`config.mk`:
```
export PLATFORM = sky130hd
export DESIGN_NAME = pwc_channel_ctrl
export DESIGN_NICKNAME = d
export VERILOG_FILES = /design/src/verilog/pwc_channel_ctrl.v
export VERILOG_INCLUDE_DIRS = /design/src /design/src/verilog
export SDC_FILE = /design/constraint.sdc
export NUM_CORES = 1
export LEC_CHECK = 0
export BUFFER_PORTS_ARGS = -buffer_cell sky130_fd_sc_hd__buf_2
export CAP_MARGIN = 0
export CORE_MARGIN = 4
export CORE_UTILIZATION = 50
export DETAILED_ROUTE_END_ITERATION = 8
export PLACE_DENSITY = 0.85
export RECOVER_POWER = 100
export SLEW_MARGIN = 20
export SYNTH_ARGS = -nofsm -noshare
export SYNTH_HDL_FRONTEND = slang
export SYNTH_SLANG_ARGS = --single-unit
```
`constraint.sdc`:
```
create_clock -name clk -period 3.1 [get_ports clk]
set_input_delay 0.155 -clock clk [delete_from_list [all_inputs] [get_ports clk]]
set_output_delay 0.155 -clock clk [all_outputs]
set_load 0.01 [all_outputs]
```
`src/verilog/pwc_consts.vh`:
```
`ifndef PWC_CONSTS_VH
`define PWC_CONSTS_VH
// ==========================================
// register byte addresses
`define PWC_ADDR_CNT_LO    16'hf914
`define PWC_ADDR_CNT_HI    16'hf915
`define PWC_ADDR_CON0      16'hf916
`define PWC_ADDR_CON1      16'hf917
`define PWC_ADDR_CON2      16'hf918
// ==========================================
// reset values
`define PWC_RST_CON0       8'h00
`define PWC_RST_CON1       8'h40
`define PWC_RST_CON2       8'h00
// ==========================================
// clock and interrupt control fields
`define PWC_CS_LO          0
`define PWC_CS_HI          1
`define PWC_IP_LO          2
`define PWC_IP_HI          3
`define PWC_POL_BIT        4
`define PWC_FSTOP_BIT      5
// ==========================================
// run and status fields
`define PWC_RUN_BIT        0
`define PWC_TGEN_BIT       1
`define PWC_ESF_BIT        5
`define PWC_FLG_BIT        6
`define PWC_ACT_BIT        7
// ==========================================
// trigger mode fields
`define PWC_MODE_LO        0
`define PWC_MODE_HI        1
`define PWC_EXCL_BIT       2
`define PWC_EDGE_LO        4
`define PWC_EDGE_HI        5
`define PWC_OST_BIT        7
// ==========================================
// field codes
`define PWC_CS_LOW         2'h0
`define PWC_CS_HTB         2'h1
`define PWC_CS_PLL         2'h2
`define PWC_IP_PERIOD      2'h0
`define PWC_IP_DUTY        2'h1
`define PWC_MODE_NONE      2'h0
`define PWC_MODE_START     2'h1
`define PWC_MODE_STOP      2'h2
`define PWC_MODE_BOTH      2'h3
`define PWC_EDGE_RR        2'h0
`define PWC_EDGE_RSTOP     2'h1
`define PWC_EDGE_RSTART    2'h2
`define PWC_EDGE_FF        2'h3
`endif

```
`src/verilog/pwc_channel_ctrl.v`:
```
// Summary of operation
// - count clock chosen by two-bit select, 11 none
// - interrupt on period, duty or both matches
// - output idles 1 positive, 0 negative
// - forced-stop bit halts the channel
// - run bit written by software starts/stops
// - external trigger obeyed only when enabled
// - emergency flag set by event, write-1 clears
// - output flag readable, set by counter write
// - read-only count-active status bit
// - continuous: external stop clears run bit
// - one-shot: period match also clears run
// - external mode: none, start, stop, both
// - clear counter on external stop if enabled
// - edge mode decodes start and stop edges
// - one-shot select bit picks one-shot mode
// - duty match clears flag, period match sets
// - one more clock edge after run cleared
`timescale 1ns/100ps
`default_nettype none
`include "pwc_consts.vh"

module pwc_channel_ctrl #(
   parameter ADDR_W = 16
) (
   input  wire              clk,
   input  wire              sys_rst,
   input  wire [ADDR_W-1:0] sfr_addr,
   input  wire [7:0]        sfr_wdata,
   input  wire              sfr_wr,
   input  wire              sfr_rd,
   output reg  [7:0]        sfr_rdata,
   input  wire              low_speed_clock,
   input  wire              high_timebase_clock,
   input  wire              pll_clock,
   input  wire              ext_trigger,
   input  wire              emergency_stop,
   input  wire              period_match,
   input  wire              duty_match,
   output reg               count_step,
   output reg               counter_clear,
   output reg               buffer_reload,
   output reg               pwm_irq,
   output reg               pwm_out
);

   // ==========================================
   // functions
   function falling;
      input prev;
      input cur;
      begin
         falling = prev & ~cur;
      end
   endfunction

   function sel_clk;
      input [1:0] cs;
      input       ls;
      input       htb;
      input       pll;
      begin
         case (cs)
            `PWC_CS_LOW: sel_clk = ls;
            `PWC_CS_HTB: sel_clk = htb;
            `PWC_CS_PLL: sel_clk = pll;
            default:     sel_clk = 1'b0;
         endcase
      end
   endfunction

   // ==========================================
   // control and status state
   reg  [1:0] cs_q;
   reg  [1:0] ip_q;
   reg        pol_q;
   reg        fstop_q;
   reg        run_q;
   reg        tgen_q;
   reg        esf_q;
   reg        flg_q;
   reg        act_q;
   reg  [1:0] mode_q;
   reg        excl_q;
   reg  [1:0] edge_q;
   reg        ost_q;
   reg        ck_prev_q;
   reg        trig_prev_q;

   wire       ck_cur;
   wire       tick;
   wire       trig_rise;
   wire       trig_fall;
   wire       wr0;
   wire       wr1;
   wire       wr2;
   wire       wr_cnt;

   // ==========================================
   // count clock edge detect
   // prohibited select code gives a constant level, so no ticks
   assign ck_cur = sel_clk(cs_q, low_speed_clock,
                           high_timebase_clock, pll_clock);
   assign tick   = falling(ck_prev_q, ck_cur);

   // trigger idles low, so reset gives no false edge
   assign trig_rise = ext_trigger & ~trig_prev_q;
   assign trig_fall = falling(trig_prev_q, ext_trigger);

   assign wr0    = sfr_wr & (sfr_addr == `PWC_ADDR_CON0);
   assign wr1    = sfr_wr & (sfr_addr == `PWC_ADDR_CON1);
   assign wr2    = sfr_wr & (sfr_addr == `PWC_ADDR_CON2);
   assign wr_cnt = sfr_wr & ((sfr_addr == `PWC_ADDR_CNT_LO) |
                             (sfr_addr == `PWC_ADDR_CNT_HI));

   // ==========================================
   // external start and stop decode
   reg ext_start;
   reg ext_stop;

   always @* begin
      ext_start = 1'b0;
      ext_stop  = 1'b0;
      case (mode_q)
         `PWC_MODE_NONE: begin
            ext_start = 1'b0;
         end
         // single-action modes act on the rising edge
         `PWC_MODE_START: begin
            ext_start = trig_rise;
         end
         `PWC_MODE_STOP: begin
            ext_stop = trig_rise;
         end
         `PWC_MODE_BOTH: begin
            case (edge_q)
               `PWC_EDGE_RR: begin
                  ext_start = trig_rise & ~run_q;
                  ext_stop  = trig_rise & run_q;
               end
               `PWC_EDGE_RSTOP: begin
                  ext_start = trig_fall;
                  ext_stop  = trig_rise;
               end
               `PWC_EDGE_RSTART: begin
                  ext_start = trig_rise;
                  ext_stop  = trig_fall;
               end
               `PWC_EDGE_FF: begin
                  ext_start = trig_fall & ~run_q;
                  ext_stop  = trig_fall & run_q;
               end
               default: begin
                  ext_start = 1'b0;
               end
            endcase
         end
         default: begin
            ext_start = 1'b0;
         end
      endcase
      if (!tgen_q) begin
         ext_start = 1'b0;
         ext_stop  = 1'b0;
      end
   end

   // ==========================================
   // register writes and counting sequence
   // later assignments win: hardware events override register writes, but a counter write beats the step and the flag
   always @(posedge clk or posedge sys_rst) begin
      if (sys_rst) begin
         cs_q          <= 2'h0;
         ip_q          <= 2'h0;
         pol_q         <= 1'b0;
         fstop_q       <= 1'b0;
         run_q         <= 1'b0;
         tgen_q        <= 1'b0;
         esf_q         <= 1'b0;
         flg_q         <= 1'b1;
         act_q         <= 1'b0;
         mode_q        <= 2'h0;
         excl_q        <= 1'b0;
         edge_q        <= 2'h0;
         ost_q         <= 1'b0;
         ck_prev_q     <= 1'b0;
         trig_prev_q   <= 1'b0;
         count_step    <= 1'b0;
         counter_clear <= 1'b0;
         buffer_reload <= 1'b0;
         pwm_irq       <= 1'b0;
      end else begin
         ck_prev_q     <= ck_cur;
         trig_prev_q   <= ext_trigger;
         count_step    <= 1'b0;
         counter_clear <= 1'b0;
         buffer_reload <= 1'b0;
         pwm_irq       <= 1'b0;

         // software writes; reserved bits are not stored
         if (wr0) begin
            cs_q    <= sfr_wdata[`PWC_CS_HI:`PWC_CS_LO];
            ip_q    <= sfr_wdata[`PWC_IP_HI:`PWC_IP_LO];
            pol_q   <= sfr_wdata[`PWC_POL_BIT];
            fstop_q <= sfr_wdata[`PWC_FSTOP_BIT];
         end
         if (wr1) begin
            run_q  <= sfr_wdata[`PWC_RUN_BIT];
            tgen_q <= sfr_wdata[`PWC_TGEN_BIT];
            if (sfr_wdata[`PWC_ESF_BIT])
               esf_q <= 1'b0;
         end
         if (wr2) begin
            mode_q <= sfr_wdata[`PWC_MODE_HI:`PWC_MODE_LO];
            excl_q <= sfr_wdata[`PWC_EXCL_BIT];
            edge_q <= sfr_wdata[`PWC_EDGE_HI:`PWC_EDGE_LO];
            ost_q  <= sfr_wdata[`PWC_OST_BIT];
         end

         // counter byte write restarts the count
         if (wr_cnt) begin
            counter_clear <= 1'b1;
         end

         // external trigger
         if (ext_start) begin
            run_q <= 1'b1;
         end
         if (ext_stop) begin
            run_q   <= 1'b0;
            pwm_irq <= run_q;
            if (excl_q)
               counter_clear <= 1'b1;
         end

         // work done on a falling edge of the count clock
         if (tick && !fstop_q) begin
            if (act_q) begin
               if (period_match) begin
                  flg_q         <= 1'b1;
                  counter_clear <= 1'b1;
                  buffer_reload <= 1'b1;
                  if (ip_q != `PWC_IP_DUTY)
                     pwm_irq <= 1'b1;
                  if (ost_q && !ext_start)
                     run_q <= 1'b0;
               end else begin
                  count_step <= 1'b1;
                  if (duty_match) begin
                     flg_q <= 1'b0;
                     if (ip_q != `PWC_IP_PERIOD)
                        pwm_irq <= 1'b1;
                  end
               end
               // the stopping edge still counts once
               if (!run_q)
                  act_q <= 1'b0;
            end else if (run_q) begin
               act_q <= 1'b1;
            end
         end

         // a same-cycle clear beats the step
         // the counter would otherwise leave zero at once
         if (wr_cnt || (ext_stop && excl_q)) begin
            count_step <= 1'b0;
         end

         // forced stop holds the channel idle
         if (fstop_q) begin
            act_q <= 1'b0;
         end

         // a write to the counter leaves the flag high
         if (wr_cnt) begin
            flg_q <= 1'b1;
         end

         // emergency event beats a same-cycle clear
         if (emergency_stop) begin
            esf_q <= 1'b1;
            run_q <= 1'b0;
            act_q <= 1'b0;
         end
      end
   end

   // ==========================================
   // pwm output
   // flag is 1 after reset or a counter write, so polarity alone then sets the idle level
   always @(posedge clk or posedge sys_rst) begin
      if (sys_rst) begin
         pwm_out <= 1'b1;
      end else if (fstop_q) begin
         pwm_out <= ~pol_q;
      end else begin
         pwm_out <= flg_q ^ pol_q;
      end
   end

   // ==========================================
   // register read port
   // unmapped or write-only addresses read as zero
   always @(posedge clk or posedge sys_rst) begin
      if (sys_rst) begin
         sfr_rdata <= 8'h00;
      end else if (sfr_rd) begin
         sfr_rdata <= 8'h00;
         case (sfr_addr)
            `PWC_ADDR_CON0: begin
               sfr_rdata[`PWC_CS_HI:`PWC_CS_LO] <= cs_q;
               sfr_rdata[`PWC_IP_HI:`PWC_IP_LO] <= ip_q;
               sfr_rdata[`PWC_POL_BIT]          <= pol_q;
               sfr_rdata[`PWC_FSTOP_BIT]        <= fstop_q;
            end
            `PWC_ADDR_CON1: begin
               sfr_rdata[`PWC_RUN_BIT]  <= run_q;
               sfr_rdata[`PWC_TGEN_BIT] <= tgen_q;
               sfr_rdata[`PWC_ESF_BIT]  <= esf_q;
               sfr_rdata[`PWC_FLG_BIT]  <= flg_q;
               sfr_rdata[`PWC_ACT_BIT]  <= act_q;
            end
            `PWC_ADDR_CON2: begin
               sfr_rdata[`PWC_MODE_HI:`PWC_MODE_LO] <= mode_q;
               sfr_rdata[`PWC_EXCL_BIT]             <= excl_q;
               sfr_rdata[`PWC_EDGE_HI:`PWC_EDGE_LO] <= edge_q;
               sfr_rdata[`PWC_OST_BIT]              <= ost_q;
            end
            default: begin
               sfr_rdata <= 8'h00;
            end
         endcase
      end
   end

endmodule
`default_nettype wire

```
==> out/metrics.yaml <==
global_route:
  grt_pass1_vias: 1365
  antenna_found_initial: 0
  grt_max_degree: 33
  track_usage_pct: 19.26
  grt_overflow: 0
  grt_pass1_wl_um: 6182
hold_path:
  hold_path.class: "input pin to register"
final_layout:
  antennaDiodeCount: 0
  layoutNonFillerInstCount: 248
  multi_input_area_um2: 758.2
  regArea_um2: 803.3
  drive_above_1_share_pct: 26.47
  areaGrowthSynthToFinish_pct: 19.34
  num-nets-final: 242
  nFillCells: 284
sta:
  min_period_ps: 2052
  rsz0062_at_grt: "false"
  hold_viol: 0
  setup_viol: 0
  tns_ps: 0
  fmax_ghz: 0.4874
  max_slew_margin_pct: -8.156
  fin_crit_sh_pct: 66.19
  clock_skew_ps: 10.34
  tightest_slew_ps: 1622
  slew_viol_final: 33
place:
  numPortBuffers: 46
  hpwl_um: 2868
  routabilityCongestion: 0.8351
  dp_cells: 239
synthesis:
  yosys_warnings: 0
  synth_common_cells: "30 x dfrtp_1, 12 x inv_1, 12 x mux2_2"
  yosysTopAreaCell: "dfrtp_1"
  synthArstFlopShare_pct: 100.0
  synth-edff-count: 0
  synth_area_leaders: "dfrtp_1 46%, mux2_2 8.2%, dfstp_2 3.2%, a22oi_1 2.7%, inv_1 2.7%"
  syn_area_per_cell_um2: 10.95
  yosysMostFrequentCell: "dfrtp_1"
  syn_inst: 150
  ys_seq_area_share_pct: 48.90
  synth_cell_types: 49
  synth_seq_cells: 32
  synth_ff_type: "dfrtp_1"
  syn-num-nets: 188
  synth_top_area_share_pct: 45.70
  synth_area_um2: 1643
route:
  wl_um: 3692
  dr.first_iter.drc_count: 85
  dr_total_vias: 1378
  drc: 0
  drtPass1Iterations: 4
  viasPerCell: 5.556
  ant_nets: 0
  wl_per_cell_um: 14.89
power:
  vdd_ir_drop_max_mv: 0.2501
  p_leak_uw: 0.0009104
  powerDensity_nw_per_um2: 382.4
clocking:
  clk_latency_ps: 340
  cts_root_buf: "clkbuf_4"
  cts_inserted_buffers: 5
  clkSlewWorstSetupHoldPaths_ps: 100
  htree_levels: 2
  cts_setup_buffers: 0
  cts.sinks: 32
  cts_buffer_depth: 2
  cts_tree: "built"
die:
  pin_count: 48
  die_area_um2: 4267
  dieHeight_um: 65.32
  core-area_um2: 3103
  die_x_um: 65.32
  initial_core_util_pct: 52.94
  rows: 20
worst_setup_path:
  endpoint_kind: "register"
  startpoint_type: "input pin"
  required_ps: 3330
  critical_path_class: "input pin to register"
  crit_arrival_ps: 2280
  path_max_fanout: 6
outcome:
  failed_checks: "capacitance limit, slew limit"
  status: "finished, violations left"
run:
  cap_viol_max_count: 1
==> what timing repair did <==
item,CTS,global route
hold buffers,2,0
hold endpoints to repair,31,0
resized for setup,0,0
setup endpoints to repair,0,0
==> kinds of logic (layout without fill, tap and decap cells) <==
group / after synthesis / in the layout / synth area share, %
mux: 16 / 16 / 10.97
compound gates: 34 / 34 / 13.94
simple gates: 49 / 49 / 19.65
buf+inv: 14 / 68 / 3.198
xor+xnor: 2 / 2 / 1.066
fa+ha+maj: 3 / 3 / 2.285
flops: 32 / 32 / 48.90
==> worst max-delay path, stage by stage <==
cell	delay, ps
buf_2	100
or4b_1	520
or3_1	430
nor3_1	620
nand2_2	100
mux2_1	340
==> per-stage QoR <==
step	setup slack [ps]	power (uW)	hold slack, ps	instance area (um^2)	util [%]
floorplan	1323	462.3	186.4	1643	-
global placement	1131	496.5	250.3	1928	62.14
detailed placement	1090	498.3	253.7	1928	62.14
CTS	1109	757.4	26.81	2013	64.88
global route	827.8	780.6	28.70	1961	63.19
finish	1048	749.7	18.77	1961	63.19
==> path summary, 6_finish.rpt <==
| path | start | to | slack (ps) | depth (start not counted) |
|---|---|---|---|---|
| min in group asynchronous | sys_rst | tgen_q$_DFFE_PP0N_ | 920 | 4 |
| max in group asynchronous | sys_rst | sfr_rdata[1]$_DFFE_PP0P_ | 1240 | 4 |
| hold reg to reg | pol_q$_DFFE_PP0P_ | pwm_out$_DFF_PP1_ | 460 | 1 |
| setup reg to reg | edge_q[0]$_DFFE_PP0P_ | count_step$_DFF_PP0_ | 1120 | 6 |
| hold / removal | emergency_stop | run_q$_DFF_PP0_ | 20 | 2 |
| setup / recovery | sfr_addr[7] | tgen_q$_DFFE_PP0N_ | 1050 | 6 |
==> layer usage <==
metal / global-route usage (%) / part of all wire, %
met1: 24.39 / 44
met2: 32.24 / 48
met3: 3.932 / 6.7
met4: 7.513 / 1.4
met5: 0 / 0
==> registers in the layout, indices dropped and copies added (netlist names), 2 cells and up <==
name and count:
cs_q 2, edge_q 2, sfr_rdata 8, ip_q 2
mode_q 2
==> cell usage in the layout (no fill, tap or decap), types with 4 or more instances in the layout <==
cell type	instances
mux2_2	11
buf_2	30
a21oi_1	4
dfrtp_1	30
nand3_1	5
nor3_1	5
nor2_1	5
nand2_1	8
clkbuf_4	5
o21ai_0	7
a22oi_1	6
inv_1	12
nor2b_1	6
clkbuf_1	17
==> final cells by class <==
cell class	instances	area share (%)
clock buffers	7	3.318
flip-flops and latches	32	40.97
well taps	44	2.808
multi-input cells	104	38.67
inverters	12	2.297
repair buffers	49	11.93
==> power breakdown <==
part           total, uW  leakage, uW  switching [uW]  internal (uW)
logic               61.3     0.000453            34.5           26.8
registers            426     0.000420            3.04            423
clock network        262    0.0000374             134            128
(Power assumes the default switching activity.)
